===== config.mk =====
export PLATFORM = sky130hd
export DESIGN_NAME = bplc_top
export DESIGN_NICKNAME = d
export VERILOG_FILES = /design/src/bplc_pkg.sv /design/src/bplc_top.sv /design/src/bplc_sticky.sv /design/src/bplc_override.sv
export SDC_FILE = /design/constraint.sdc
export NUM_CORES = 1
export LEC_CHECK = 0
export BUFFER_PORTS_ARGS = -buffer_cell sky130_fd_sc_hd__buf_2
export CAP_MARGIN = 20
export CORE_ASPECT_RATIO = 1.75
export CORE_MARGIN = 2
export CORE_UTILIZATION = 38
export DETAILED_ROUTE_END_ITERATION = 8
export HOLD_SLACK_MARGIN = 0.03
export PLACE_DENSITY = 0.83
export REMOVE_ABC_BUFFERS = 1
export SYNTH_ARGS = -nofsm -noshare
export SYNTH_HDL_FRONTEND = slang
export SYNTH_SLANG_ARGS = --single-unit

===== constraint.sdc =====
create_clock -name core_clk_i -period 1.6 [get_ports core_clk_i]
set_input_delay 0.16 -clock core_clk_i [delete_from_list [all_inputs] [get_ports core_clk_i]]
set_output_delay 0.16 -clock core_clk_i [all_outputs]
set_load 0.005 [all_outputs]

===== src/bplc_pkg.sv =====
// bplc_pkg: field layout, reset values and codes of the power/link control fields.
// assumes a 32-bit configuration word written whole by software or the EEPROM loader.
package bplc_pkg;

  localparam int unsigned   ACT_HI        = 22;
  localparam int unsigned   ACT_LO        = 20;
  localparam int unsigned   PREF_OFF_BIT  = 19;
  localparam int unsigned   L0S_HI        = 18;
  localparam int unsigned   L0S_LO        = 16;
  localparam int unsigned   L1_HI         = 15;
  localparam int unsigned   L1_LO         = 13;
  localparam int unsigned   VC_BIT        = 12;
  localparam int unsigned   D3_STOP_BIT   = 11;
  localparam int unsigned   BEACON_BIT    = 10;
  localparam logic [31:0]   FIELD_MASK    = 32'h007FEC00;
  localparam logic [2:0]    ACT_RST       = 3'h0;
  localparam logic [2:0]    LAT_RST       = 3'h0;
  localparam int unsigned   NUM_CLK       = 7;

  typedef enum logic [2:0] {
    BPLC_ACT_NONE  = 3'h0,
    BPLC_ACT_PIN   = 3'h1,
    BPLC_ACT_CLK   = 3'h2,
    BPLC_ACT_BOTH  = 3'h3,
    BPLC_ACT_UR    = 3'h4
  } bplc_act_t;

  typedef enum logic [1:0] {
    BPLC_ST_OK     = 2'h0,
    BPLC_ST_SHORT  = 2'h1
  } bplc_state_t;

endpackage : bplc_pkg


===== src/bplc_top.sv =====
// bplc_top: upper power and link control fields (bits 22:10) of the general control word.
// assumes a configuration write port of one 32-bit word, reads combinational.
`timescale 1ns/100ps
`default_nettype none
module bplc_top
  import bplc_pkg::*;
(
  // clock and resets
  input  wire logic                core_clk_i,
  input  wire logic                reset_n_i,
  input  wire logic                aux_rst_n_i,
  // configuration access to the general control word
  input  wire logic                cfg_wr_i,
  input  wire logic [31:0]         cfg_wdata_i,
  output logic [31:0]              cfg_rdata_o,
  // slot power
  input  wire logic                limit_msg_i,
  input  wire logic [15:0]         slot_limit_i,
  input  wire logic [15:0]         power_needed_i,
  input  wire logic [NUM_CLK-1:0]  clock_mask_i,
  input  wire logic [NUM_CLK-1:0]  clock_disable_i,
  // transaction classification
  input  wire logic                req_valid_i,
  input  wire logic                req_is_cfg_i,
  input  wire logic                req_is_limit_msg_i,
  input  wire logic                rd_valid_i,
  input  wire logic [1:0]          rd_kind_i,
  // power state and wake
  input  wire logic                in_d3_i,
  input  wire logic                in_l2_i,
  input  wire logic                wake_req_i,
  // outputs
  output logic                     power_limit_alert_pin_o,
  output logic [NUM_CLK-1:0]       sec_clk_en_o,
  output logic                     req_unsupported_o,
  output logic                     rd_prefetch_o,
  output logic                     rd_auto_prefetch_o,
  output logic [2:0]               advertised_standby_exit_latency_o,
  output logic [2:0]               advertised_deep_idle_exit_latency_o,
  output logic                     wake_o,
  output logic                     beacon_o
);

  // rd_kind_i codes: 0 plain read, 1 read line, 2 read multiple
  localparam logic [1:0] RD_PLAIN = 2'h0;

  logic [2:0] slot_power_action_sel_q;
  logic       plain_read_prefetch_off_q;
  logic [2:0] standby_exit_latency_field_q;
  logic [2:0] deep_idle_exit_latency_field_q;
  logic       secondary_clock_stop_in_d3;
  logic       beacon_enable;
  logic       reeval_q;
  logic       pin_act;
  logic       gate_act;
  logic       ur_act;
  logic [NUM_CLK-1:0] clk_en_q;
  logic       ur_q;
  logic       pref_q;
  logic       auto_q;
  logic       wake_q;
  logic       beacon_q;

  always_ff @(posedge core_clk_i) begin
    if (!reset_n_i) begin
      slot_power_action_sel_q        <= ACT_RST;
      plain_read_prefetch_off_q      <= 1'b0;
      standby_exit_latency_field_q   <= LAT_RST;
      deep_idle_exit_latency_field_q <= LAT_RST;
      reeval_q                       <= 1'b0;
    end else begin
      if (cfg_wr_i) begin
        slot_power_action_sel_q        <= cfg_wdata_i[ACT_HI:ACT_LO];
        plain_read_prefetch_off_q      <= cfg_wdata_i[PREF_OFF_BIT];
        standby_exit_latency_field_q   <= cfg_wdata_i[L0S_HI:L0S_LO];
        deep_idle_exit_latency_field_q <= cfg_wdata_i[L1_HI:L1_LO];
      end
      reeval_q <= cfg_wr_i || limit_msg_i;
    end
  end

  bplc_sticky u_sticky (
    .core_clk_i  (core_clk_i),
    .aux_rst_n_i (aux_rst_n_i),
    .wr_i        (cfg_wr_i),
    .d3_stop_i   (cfg_wdata_i[D3_STOP_BIT]),
    .beacon_i    (cfg_wdata_i[BEACON_BIT]),
    .d3_stop_o   (secondary_clock_stop_in_d3),
    .beacon_o    (beacon_enable)
  );

  bplc_override u_ovr (
    .core_clk_i              (core_clk_i),
    .reset_n_i               (reset_n_i),
    .slot_power_action_sel_i (slot_power_action_sel_q),
    .reeval_i                (reeval_q),
    .slot_limit_i            (slot_limit_i),
    .power_needed_i          (power_needed_i),
    .pin_o                   (pin_act),
    .clk_gate_o              (gate_act),
    .ur_o                    (ur_act)
  );

  // read word: bits outside 22:10 belong to other logic and read zero here
  wire [31:0] virtual_channel_struct_on = 32'h00000000;
  wire [31:0] rd_word = ({9'h000, slot_power_action_sel_q, plain_read_prefetch_off_q,
                          standby_exit_latency_field_q, deep_idle_exit_latency_field_q,
                          1'b0, secondary_clock_stop_in_d3, beacon_enable, 10'h000}
                         | virtual_channel_struct_on) & FIELD_MASK;
  assign cfg_rdata_o = rd_word;

  wire [NUM_CLK-1:0] clk_mask_eff = gate_act ? clock_mask_i : '0;
  wire               d3_stop      = secondary_clock_stop_in_d3 && in_d3_i;
  wire [NUM_CLK-1:0] clk_en_d     = ~(clock_disable_i | clk_mask_eff
                                      | {NUM_CLK{d3_stop}});
  wire               is_plain     = (rd_kind_i == RD_PLAIN);
  wire               pref_d       = rd_valid_i && !(plain_read_prefetch_off_q && is_plain);
  wire               ur_d         = req_valid_i && ur_act && !req_is_cfg_i
                                    && !req_is_limit_msg_i;

  always_ff @(posedge core_clk_i) begin
    if (!reset_n_i) begin
      clk_en_q <= '1;
      ur_q     <= 1'b0;
      pref_q   <= 1'b0;
      auto_q   <= 1'b0;
      wake_q   <= 1'b0;
      beacon_q <= 1'b0;
    end else begin
      clk_en_q <= clk_en_d;
      ur_q     <= ur_d;
      pref_q   <= pref_d;
      auto_q   <= pref_d;
      wake_q   <= in_l2_i && wake_req_i;
      beacon_q <= in_l2_i && wake_req_i && beacon_enable;
    end
  end

  assign power_limit_alert_pin_o             = pin_act;
  assign sec_clk_en_o                        = clk_en_q;
  assign req_unsupported_o                   = ur_q;
  assign rd_prefetch_o                       = pref_q;
  assign rd_auto_prefetch_o                  = auto_q;
  assign advertised_standby_exit_latency_o   = standby_exit_latency_field_q;
  assign advertised_deep_idle_exit_latency_o = deep_idle_exit_latency_field_q;
  assign wake_o                              = wake_q;
  assign beacon_o                            = beacon_q;
endmodule : bplc_top
`default_nettype wire


===== src/bplc_sticky.sv =====
// bplc_sticky: the two bits kept across resets while on auxiliary supply.
// assumes aux_rst_n_i is the power-on reset of the auxiliary domain.
`timescale 1ns/100ps
`default_nettype none
module bplc_sticky
  import bplc_pkg::*;
(
  // clock and reset
  input  wire logic core_clk_i,
  input  wire logic aux_rst_n_i,
  // write
  input  wire logic wr_i,
  input  wire logic d3_stop_i,
  input  wire logic beacon_i,
  // state
  output logic      d3_stop_o,
  output logic      beacon_o
);

  logic d3_stop_q;
  logic beacon_q;

  // only power-on clears these, fundamental reset does not
  always_ff @(posedge core_clk_i) begin
    if (!aux_rst_n_i) begin
      d3_stop_q <= 1'b0;
      beacon_q  <= 1'b0;
    end else if (wr_i) begin
      d3_stop_q <= d3_stop_i;
      beacon_q  <= beacon_i;
    end
  end

  assign d3_stop_o = d3_stop_q;
  assign beacon_o  = beacon_q;

endmodule : bplc_sticky
`default_nettype wire


===== src/bplc_override.sv =====
// bplc_override: decides the slot power limit actions from the selector.
// assumes power figures share one scale and are stable between messages.
`timescale 1ns/100ps
`default_nettype none
module bplc_override
  import bplc_pkg::*;
(
  // clock and reset
  input  wire logic                core_clk_i,
  input  wire logic                reset_n_i,
  // selector and power figures
  input  wire logic [2:0]          slot_power_action_sel_i,
  input  wire logic                reeval_i,
  input  wire logic [15:0]         slot_limit_i,
  input  wire logic [15:0]         power_needed_i,
  // actions
  output logic                     pin_o,
  output logic                     clk_gate_o,
  output logic                     ur_o
);

  logic short_q;
  logic short_d;
  logic pin_q;
  logic gate_q;
  logic ur_q;
  wire  sel_pin  = (slot_power_action_sel_i == BPLC_ACT_PIN)
                || (slot_power_action_sel_i == BPLC_ACT_BOTH);
  wire  sel_gate = (slot_power_action_sel_i == BPLC_ACT_CLK)
                || (slot_power_action_sel_i == BPLC_ACT_BOTH);
  wire  sel_ur   = (slot_power_action_sel_i == BPLC_ACT_UR);

  // latched at each message or write, released when the limit suffices
  assign short_d = reeval_i ? (slot_limit_i < power_needed_i) : short_q;

  always_ff @(posedge core_clk_i) begin
    if (!reset_n_i) begin
      short_q <= 1'b0;
      pin_q   <= 1'b0;
      gate_q  <= 1'b0;
      ur_q    <= 1'b0;
    end else begin
      short_q <= short_d;
      pin_q   <= short_d && sel_pin;
      gate_q  <= short_d && sel_gate;
      ur_q    <= short_d && sel_ur;
    end
  end

  assign pin_o      = pin_q;
  assign clk_gate_o = gate_q;
  assign ur_o       = ur_q;
endmodule : bplc_override
`default_nettype wire


* Word-level counts from Yosys, hierarchy flattened *
Cells that the tools add are included.

operators by class
  $lt $le $gt $ge = 1
  equality and inequality tests = 4
  mux-type cells = 2
  bitwise operators = 3
  reduce and logical (&&, ||, !) cells = 18

operators with widths
  operator                                        count
  < comparator 16 bit                             1
  OR 7 bit                                        2
  logical AND 1 bit                               11
  two-way mux 7 bit                               1
  inverter 7 bit                                  1
  == test 3 x 2 -> 1 bit (second input constant)  2
  == test 3 x 1 -> 1 bit (second input constant)  1
  == test 3 bit (second input constant)           1
  logical NOT 1 bit                               3
  logical OR 1 bit                                3
  logical NOT 2 bit                               1
  two-way mux 1 bit                               1

storage, ports and cells
  flip-flop bits (word level) = 28
  input bits = 92
  output and inout bits = 51

* Longest topological paths before layout *
Gate-level depths: netlist of the first run.

  depth after elaboration = 4
  mapped depth = 7

* Hierarchy *
A second synthesis of the first run with hierarchy kept.

second synthesis, totals
  cells, all modules = 171
  area total of the unflattened synthesis = 1607.8 um2

by module, submodules not included
  module         times used  cells an instance  area an instance (um2)  seq. area each (um2)
  bplc_top       1           99                 991.0                   440.4
  bplc_override  1           66                 544.3                   80.1
  bplc_sticky    1           6                  72.6                    40.0

* Worst setup path after synthesis of the first run *
No wires, ideal clock.

  path kind = input to register
  start point = input port power_needed_i[11]
  end point = register u_ovr.ur_q (netlist: u_ovr.ur_o)
  setup time = 87 ps
  arrival = 1395 ps
  required time = 1513 ps
  setup slack = 118 ps
  stages on the path = 7
  cell sequence = inv_1 -> ha_1 -> a21oi_2 -> o21ai_2 -> a2111oi_4 -> a31oi_2 -> nor4b_2

on the way
  cells in the longest elaborated chain, start to end = 3

RTL lines
  item                    RTL line             source
  start: declaration      bplc_top.sv:19       input wire logic [15:0] power_needed_i,
  < comparator 16 bit     bplc_override.sv:34  assign short_d = reeval_i ? (slot_limit_i < power_needed_i) : short_q;
  two-way mux 1 bit       bplc_override.sv:34
  logical AND 1 bit       bplc_override.sv:46  ur_q <= short_d && sel_ur;
  end signal: assignment  bplc_override.sv:46
  end: declaration        bplc_override.sv:26  logic ur_q;

No other way between the ends.
A chain may end at the register's enable or synchronous reset.

* Worst setup path after layout of the first run *
  start point = input port power_needed_i[11]
  end point = register u_ovr.pin_q (netlist: u_ovr.pin_o)

on the way
  cells in the longest elaborated chain, start to end = 3

RTL lines
  item                    RTL line             source
  < comparator 16 bit     bplc_override.sv:34
  two-way mux 1 bit       bplc_override.sv:34
  logical AND 1 bit       bplc_override.sv:44  pin_q <= short_d && sel_pin;
  end signal: assignment  bplc_override.sv:44
  end: declaration        bplc_override.sv:24  logic pin_q;

No other way between the ends.

==> reports/qor.yml, run 1 <==
reg2reg_from: "reeval_q"
synth.distinct_cells: 31
clockBufferDepth: 2
end_kind: "flip-flop"
grt_start_max_net_pins: 17
mostFrequentLayoutCells: "buf_2, dfxtp_1, nand2_1"
die_h_microns: 89.9
rsz0062_at_grt: "no"
vdd_drop_max_v: 0.000452
cap_viol_max_count: 0
crit_chain: "buf_2 > inv_1 > ha_1 > nand2_1 > nor4_1 > buf_4 > nand3b_1 > a31oi_2 > nor3b_1"
wl_met2_microns: 1890
cts_sinks: 28
post_cts_resized: 0
ff2ff_setup_slack_ns: 0.37
hold_violations: 0
placed_cells: 320
gp_congestion: 0.771
dr.pass1.iters: 4
grt_antenna_before_repair: 0
drive_gt1_share_pct: 42.5
path_max_fanout: 4
cts_buffers: 3
dp_hpwl_microns: 2880
routed_via_density: 4.48
grt_usage_pct: 13.8
combPwrFrac_pct: 19.7
diodes: 0
drt-wirelength-per-cell_microns: 10.1
yosysWarningCount: 0
die_w_microns: 53.1
power.total_uw: 1610
synth_area_sq_um: 1600
seq_area_frac_synth_pct: 35.0
final_common_cell: "buf_2"
cp-start-kind: "primary input"
cp-startpoint: "power_needed_i[11]"
clk_latency_ns: 0.27
path_class: "primary input to flip-flop"
finalMaxSlewViolations: 0
grt_pass1_vias: 1371
setup_viol: 0
drcViolationCount: 0
final_cells: 324
initialDrtViolationCount: 13
worst_path_max_delay_cell: "ha_1"
grt_pass1_wl_microns: 5110
postCtsHoldBufs: 0
syn_inst: 179
worst_r2r_endpoint: "u_ovr.ur_o"
hold_class: "primary input to flip-flop"
wl_microns: 3280
hold_depth: 2
sw_frac_of_total_pct: 23.0
ys_ff_latch: 28
max_stage_delay_ns: 0.29
routed.top_layer: "met4"
io_buffers: 102
fp-row-count: 31
cts_setup_buffers: 0
gr-total-overflow: 0
htreeDepth: 1
cts.root.buffer_cell: "clkbuf_8"
wl_met1_microns: 1050
status: "finished clean"
period_needed_ns: 1.38
cp.required_ns: 1.75
power.leakage_uw: 0.00121
wl_met3_microns: 282
switching_power_uw: 370
fin_crit_sh_pct: 86.2
rr_worst_depth: 4
ant_nets: 0
p_per_area_nw_per_um2: 763
core_sq_um: 4110
fmax_mhz: 725
dieArea_sq_um: 4770
synth.avg_cell_area_sq_um: 8.95
ios: 143
pwr-share-clk_pct: 33.6
power_frac_seq_pct: 46.7
fin_nets: 383
internal_power_uw: 1240
critPathCapture: "u_ovr.pin_o"
area_growth_pct: 31.9
skew_ns: 0.00507
num_vias: 1450
arrival_ns: 1.53
path_clk_slew_ns: 0.09
tritoncts: "built"
start_util_pct: 39.0
==> cells in the mapped netlist <==
master	instances	area (sq um)
and3_1	1	6.26
conb_1	1	3.75
nand3_1	2	10.0
a21oi_1	10	50.1
nor2b_1	12	75.1
o21ai_0	2	10.0
buf_4	30	225
and2_1	1	6.26
o21a_1	1	7.51
a21oi_2	2	17.5
o21ai_2	1	8.76
a2111oi_0	1	8.76
a2111oi_4	1	27.5
nand2b_1	1	6.26
nor4_1	1	6.26
buf_2	1	5.00
mux2i_1	12	120
dfxtp_1	28	561
nor3_1	2	10.0
inv_1	17	63.8
ha_1	15	188
clkbuf_1	3	11.3
and3b_1	1	8.76
and4_1	1	8.76
nor3b_1	2	15.0
nand3b_1	1	7.51
a31oi_2	1	12.5
nor2_1	4	15.0
nand2_1	22	82.6
a41oi_1	1	8.76
nor4b_2	1	15.0
==> worst max-delay path: cells and delay by family <==
family	cells	cell delay [ns]
simple gates	4	0.51
buf+inv	3	0.27
compound gates	1	0.29
fa+ha+maj	1	0.29
==> sequential cells by signal, summed over array words and instances (netlist names) <==
signal,cells
sec_clk_en_o,7
advertised_deep_idle_exit_latency_o,3
advertised_standby_exit_latency_o,3
slot_power_action_sel_q,3
beacon_o,1
plain_read_prefetch_off_q,1
rd_auto_prefetch_o,1
reeval_q,1
req_unsupported_o,1
u_ovr.clk_gate_o,1
u_ovr.pin_o,1
u_ovr.short_q,1
u_ovr.ur_o,1
u_sticky.beacon_o,1
u_sticky.d3_stop_o,1
wake_o,1
==> worst min path at each step <==
stage	startpoint	to	slack, ns
after floorplan	reset_n_i	sec_clk_en_o[0]	0.22
after global placement	limit_msg_i	reeval_q	0.36
after detailed placement	limit_msg_i	reeval_q	0.37
after CTS	limit_msg_i	reeval_q	0.08
after global routing	limit_msg_i	reeval_q	0.09
final	limit_msg_i	reeval_q	0.09
==> cell families after synthesis <==
family          count (synthesis)  share of synthesized area (%)
fa+ha+maj                      15                           11.7
flops                          28                           35.0
buf+inv                        51                           19.1
other cells                     1                          0.234
mux                            12                           7.50
compound gates                 20                           9.45
simple gates                   52                           17.0
==> metrics by stage <==
stage / cell area [sq um] / hold slack, ns / worst slack (ns) / TNS (ns) / utilization (%)
3_5_place_dp: 2040 / 0.368 / -0.0870 / -0.313 / 49.6
3_3_place_gp: 2040 / 0.358 / -0.0792 / -0.270 / 49.6
2_1_floorplan: 1430 / 0.222 / 0.118 / 0 / -
4_1_cts: 2110 / 0.0796 / 0.201 / 0 / 51.4
6_report: 2110 / 0.0893 / 0.221 / 0 / 51.4
5_1_grt: 2110 / 0.0925 / 0.0687 / 0 / 51.4
==> area by class of cell <==
class	count	area [sq um]
clock buffers	3	41.3
clock inverters	1	30.0
fillers	427	2000
inverters	17	63.8
multi-input cells	119	807
flip-flops and latches	28	561
well taps	49	61.3
repair buffers	107	548
==> metal layers <==
metal / vias up / GRT usage (%)
met5: - / 0
met4: 0 / 6.41
met3: 4 / 2.16
met2: 71 / 27.9
met1: 645 / 11.7
li1: 730 / -
==> power groups by stage <==
stage	sequential (uW)	clock, uW	combinational (uW)
2_1_floorplan	774	0	141
3_3_place_gp	768	0	312
3_5_place_dp	770	0	322
4_1_cts	754	569	324
5_1_grt	758	591	362
6_report	753	541	317
(Power assumes the default switching activity.)
==> run 2: changes to the inputs <==
--- a/config.mk
+++ b/config.mk
@@ -12,7 +12,7 @@
 export CORE_UTILIZATION = 38
 export DETAILED_ROUTE_END_ITERATION = 8
 export HOLD_SLACK_MARGIN = 0.03
-export PLACE_DENSITY = 0.83
+export PLACE_DENSITY = 0.81
 export REMOVE_ABC_BUFFERS = 1
 export SYNTH_ARGS = -nofsm -noshare
 export SYNTH_HDL_FRONTEND = slang
==> run 2 against run 1 <==
Net effect: sequential power is essentially flat; largest power group unchanged; clock power decreased by 23%; via count down 2.1%; critical path depth unchanged; worst hold slack lost 0.0021 ns; clock-buffer cell count rose by 1.
==> reports/qor.yml, run 2 (same netlist as run 1, synthesis figures left out) <==
hold_class: "primary input to flip-flop"
cts_setup_buffers: 0
pwr-share-clk_pct: 28.2
hold_depth: 2
sw_frac_of_total_pct: 24.3
hold_path_startpoint: "limit_msg_i"
setup_viol: 0
cap_viol_max_count: 0
htreeDepth: 1
gp_congestion: 0.755
combPwrFrac_pct: 20.9
grt_antenna_before_repair: 0
dieArea_sq_um: 4770
reg2reg_from: "reeval_q"
cp-start-kind: "primary input"
rr_worst_depth: 4
mostFrequentLayoutCells: "buf_2, dfxtp_1, nand2_1"
area_growth_pct: 29.5
ios: 143
fmax_mhz: 723
path_max_fanout: 4
internal_power_uw: 1120
wl_microns: 3310
max_stage_delay_ns: 0.30
postCtsHoldBufs: 0
finalWorstSetupSlack_ns: 0.218
fp-row-count: 31
multi_input_area_sq_um: 807
diodes: 0
dp_hpwl_microns: 2900
grt_pass1_vias: 1372
grt_usage_pct: 14.6
hold_violations: 0
finalMaxSlewViolations: 0
io_buffers: 102
gr-total-overflow: 0
core_sq_um: 4110
nFillCells: 406
tritoncts: "built"
start_util_pct: 39.0
power.leakage_uw: 0.00119
rsz0062_at_grt: "no"
cts_sinks: 28
crit_chain: "buf_2 > inv_1 > ha_1 > nand2_1 > nor4_1 > buf_4 > nand3b_1 > a31oi_2 > nor3b_1"
vdd_drop_max_v: 0.000407
cp.required_ns: 1.75
period_needed_ns: 1.38
ant_nets: 0
worst_path_max_delay_cell: "nor4_1"
status: "finished clean"
routed_via_density: 4.42
fin_nets: 380
drive_gt1_share_pct: 41.9
ff2ff_setup_slack_ns: 0.39
dr.pass1.iters: 4
fin_crit_sh_pct: 86.4
grt_pass1_wl_microns: 5370
grt_start_max_net_pins: 23
worst_r2r_endpoint: "u_ovr.ur_o"
die_h_microns: 89.9
initialDrtViolationCount: 11
post-place-ws_ns: -0.0833
clockBufferDepth: 2
arrival_ns: 1.54
skew_ns: 0.00274
clk_latency_ns: 0.26
cts_buffers: 3
p_per_area_nw_per_um2: 713
worstHoldEndpoint: "reeval_q"
end_kind: "flip-flop"
power_frac_seq_pct: 50.9
regArea_sq_um: 561
path_class: "primary input to flip-flop"
num_vias: 1419
die_w_microns: 53.1
cts.root.buffer_cell: "clkbuf_8"
drt-wirelength-per-cell_microns: 10.3
drcViolationCount: 0
largest_reg_flops: 7
final_common_cell: "buf_2"
path_clk_slew_ns: 0.09
switching_power_uw: 360
post_cts_resized: 0
final_util_pct: 50.4
[run 2: cell types whose count changed in the layout (fill, tap and decap cells not counted), sizes merged]
cell	delta
clkbuf	+1
buf	-3
bufinv	-1
[run 2: stage by stage]
stage	hold WS (ns)	instance area [sq um]	cells	power, uW	setup TNS [ns]
after floorplan	0.222	1430	164	916	0
after global routing	0.0909	2070	321	1580	0
after detailed placement	0.359	2020	317	1080	-0.281
after global placement	0.357	2020	317	1070	-0.279
after CTS	0.0782	2070	321	1510	0
final	0.0872	2070	321	1480	0
[run 2: how the worst max path moves through the flow]
stage	from	endpoint	slack [ns]	cells past startpoint
6_report	power_needed_i[15]	u_ovr.clk_gate_o	0.22	9
5_1_grt	power_needed_i[15]	u_ovr.clk_gate_o	0.07	9
4_1_cts	power_needed_i[15]	u_ovr.clk_gate_o	0.20	9
3_5_place_dp	power_needed_i[15]	u_ovr.clk_gate_o	-0.08	9
3_3_place_gp	power_needed_i[15]	u_ovr.clk_gate_o	-0.09	9
2_1_floorplan	power_needed_i[11]	u_ovr.ur_o	0.12	7
[run 2: metal layers]
layer | part of all wire [%] | vias up | global-route usage (%)
met5 | 0 | - | 0
met4 | 1.1 | 0 | 6.41
met3 | 8.4 | 2 | 2.16
met2 | 59 | 70 | 29.2
met1 | 32 | 625 | 12.9
li1 | - | 722 | -
[run 2: area by class of cell]
type	count	share of cell area, %
sequential	28	27.0
clock buffer	4	2.66
tap	49	2.96
inverter	17	3.08
multi-input combinational	119	38.9
timing repair buffer	104	25.3
[run 2: critical path, delay by kind of cell]
family / cells / cell delay (ns)
buf+inv: 3 / 0.27
fa+ha+maj: 1 / 0.27
compound gates: 1 / 0.28
simple gates: 4 / 0.56
[run 2: power groups by stage]
stage	clock network [uW]	registers (uW)	logic, uW
2_1_floorplan	0	774	141
3_3_place_gp	0	767	305
3_5_place_dp	0	769	315
4_1_cts	442	753	316
5_1_grt	469	759	355
6_report	416	752	310
==> run 3: changes to the inputs <==
--- a/config.mk
+++ b/config.mk
@@ -10,6 +10,7 @@
 export CORE_ASPECT_RATIO = 1.75
 export CORE_MARGIN = 2
 export CORE_UTILIZATION = 38
+export CTS_BUF_LIST = sky130_fd_sc_hd__clkbuf_16
 export DETAILED_ROUTE_END_ITERATION = 8
 export HOLD_SLACK_MARGIN = 0.03
 export PLACE_DENSITY = 0.81
==> constraint.sdc (replaced) <==
create_clock -name core_clk_i -period 1.3 [get_ports core_clk_i]
set_input_delay 0.13 -clock core_clk_i [delete_from_list [all_inputs] [get_ports core_clk_i]]
set_output_delay 0.13 -clock core_clk_i [all_outputs]
set_load 0.005 [all_outputs]
==> run 3 against run 2 <==
Net effect: global-route usage fell by 0.37 points; design area is 11% higher; utilization increased by 5.3 points; clock skew about the same; via count grew 0.70%; cell count is 0.62% higher.
==> reports/qor.yml, run 3 (same netlist as run 1, synthesis figures left out) <==
fp-row-count: 31
reg2reg_from: "reeval_q"
rsz0062_at_grt: "yes"
path_clk_slew_ns: 0.06
path_class: "primary input to flip-flop"
combPwrFrac_pct: 20.4
p_per_area_nw_per_um2: 992
pwr-share-clk_pct: 38.7
postLayoutCellArea_sq_um: 2290
tritoncts: "built"
dr.pass1.iters: 3
drive_gt1_share_pct: 48.2
fmax_mhz: 783
hold_class: "primary input to flip-flop"
power.leakage_uw: 0.00124
ant_nets: 0
hold_path_startpoint: "limit_msg_i"
die_h_microns: 89.9
dieArea_sq_um: 4770
grt_antenna_before_repair: 0
drt-wirelength-per-cell_microns: 10.7
finalMaxSlewViolations: 0
routed_via_density: 4.42
hold_violations: 0
status: "finished clean"
area_growth_pct: 43.0
post-place-ws_ns: -0.359
grt_start_max_net_pins: 17
cp-startpoint: "power_needed_i[14]"
sw_frac_of_total_pct: 22.3
largest_reg_flops: 7
die_w_microns: 53.1
skew_ns: 0.00254
setup_viol: 0
fin_crit_sh_pct: 98.2
final_cells: 323
mostFrequentLayoutCells: "buf_2, dfxtp_1, conb_1"
vdd_drop_max_v: 0.00102
dp_hpwl_microns: 2840
dpl_cell_area_sq_um: 2030
placed_cells: 319
internal_power_uw: 1770
grt_pass1_wl_microns: 5240
gr-total-overflow: 0
ios: 143
diodes: 0
grt_pass1_vias: 1290
clockBufferDepth: 2
final_util_pct: 55.7
path_max_fanout: 4
power_frac_seq_pct: 40.8
drcViolationCount: 0
setup_tns_ns: 0
cp-start-kind: "primary input"
fin_nets: 382
switching_power_uw: 507
postCtsHoldBufs: 0
cts_buffers: 3
end_kind: "flip-flop"
cts.root.buffer_cell: "clkbuf_16"
htreeDepth: 1
wl_microns: 3460
start_util_pct: 39.0
cap_viol_max_count: 0
period_needed_ns: 1.28
arrival_ns: 1.45
num_vias: 1429
clk_latency_ns: 0.26
gp_congestion: 0.751
initialDrtViolationCount: 6
core_sq_um: 4110
final_common_cell: "buf_2"
cts_sinks: 28
nFillCells: 396
finalWorstSetupSlack_ns: 0.0231
cp.required_ns: 1.47
io_buffers: 102
grt_usage_pct: 14.2
## run 3: worst paths after layout
path / endpoint / slack (ns) / cells after the start
max: u_ovr.pin_o / 0.02 / 9
min: reeval_q / 0.07 / 2
max reg2reg: u_ovr.pin_o / 0.07 / 4
min reg2reg: rd_auto_prefetch_o / 0.45 / 1
## run 3: repair_timing
| item | 4_1_cts | 5_1_grt |
|---|---|---|
| pin swaps | 9 | 3 |
| gates cloned | 0 | 0 |
| resized for setup | 22 | 6 |
| setup buffers | 0 | 0 |
| setup endpoints to repair | 4 | 4 |
## run 3: power groups by stage
stage | clock, uW | combinational, uW | sequential [uW]
4_1_cts | 904 | 448 | 929
3_3_place_gp | 0 | 381 | 945
2_1_floorplan | 0 | 174 | 953
6_report | 881 | 464 | 928
5_1_grt | 940 | 524 | 934
3_5_place_dp | 0 | 391 | 948
## run 3: final cells by class
type	count	area (sq um)	share of cell area (%)
clock buffers	3	75.1	3.28
clock inverters	1	30.0	1.31
inverters	17	68.8	3.00
multi-input cells	119	935	40.8
flip-flops and latches	28	561	24.5
well taps	49	61.3	2.68
repair buffers	106	561	24.5
## run 3: critical path, cell delays in order
cell	delay, ns
buf_8	0.10
inv_4	0.04
ha_4	0.20
nand2_4	0.08
buf_6	0.11
nor2_4	0.03
a2111oi_4	0.39
a31oi_4	0.15
nor3b_1	0.22
## run 3: routing by layer
layer | GRT usage, % | part of all wire (%) | vias to the layer above
met3 | 1.33 | 7.9 | 2
li1 | - | - | 729
met2 | 27.9 | 57 | 70
met4 | 5.13 | 0.98 | 0
met5 | 0 | 0 | -
met1 | 14.2 | 34 | 628
## run 3: through the flow
step                      hold slack (ns)  power (uW)
after floorplan                     0.192        1130
after detailed placement            0.339        1340
final                              0.0733        2270
after CTS                          0.0720        2280
after global placement              0.327        1330
after global routing               0.0788        2400
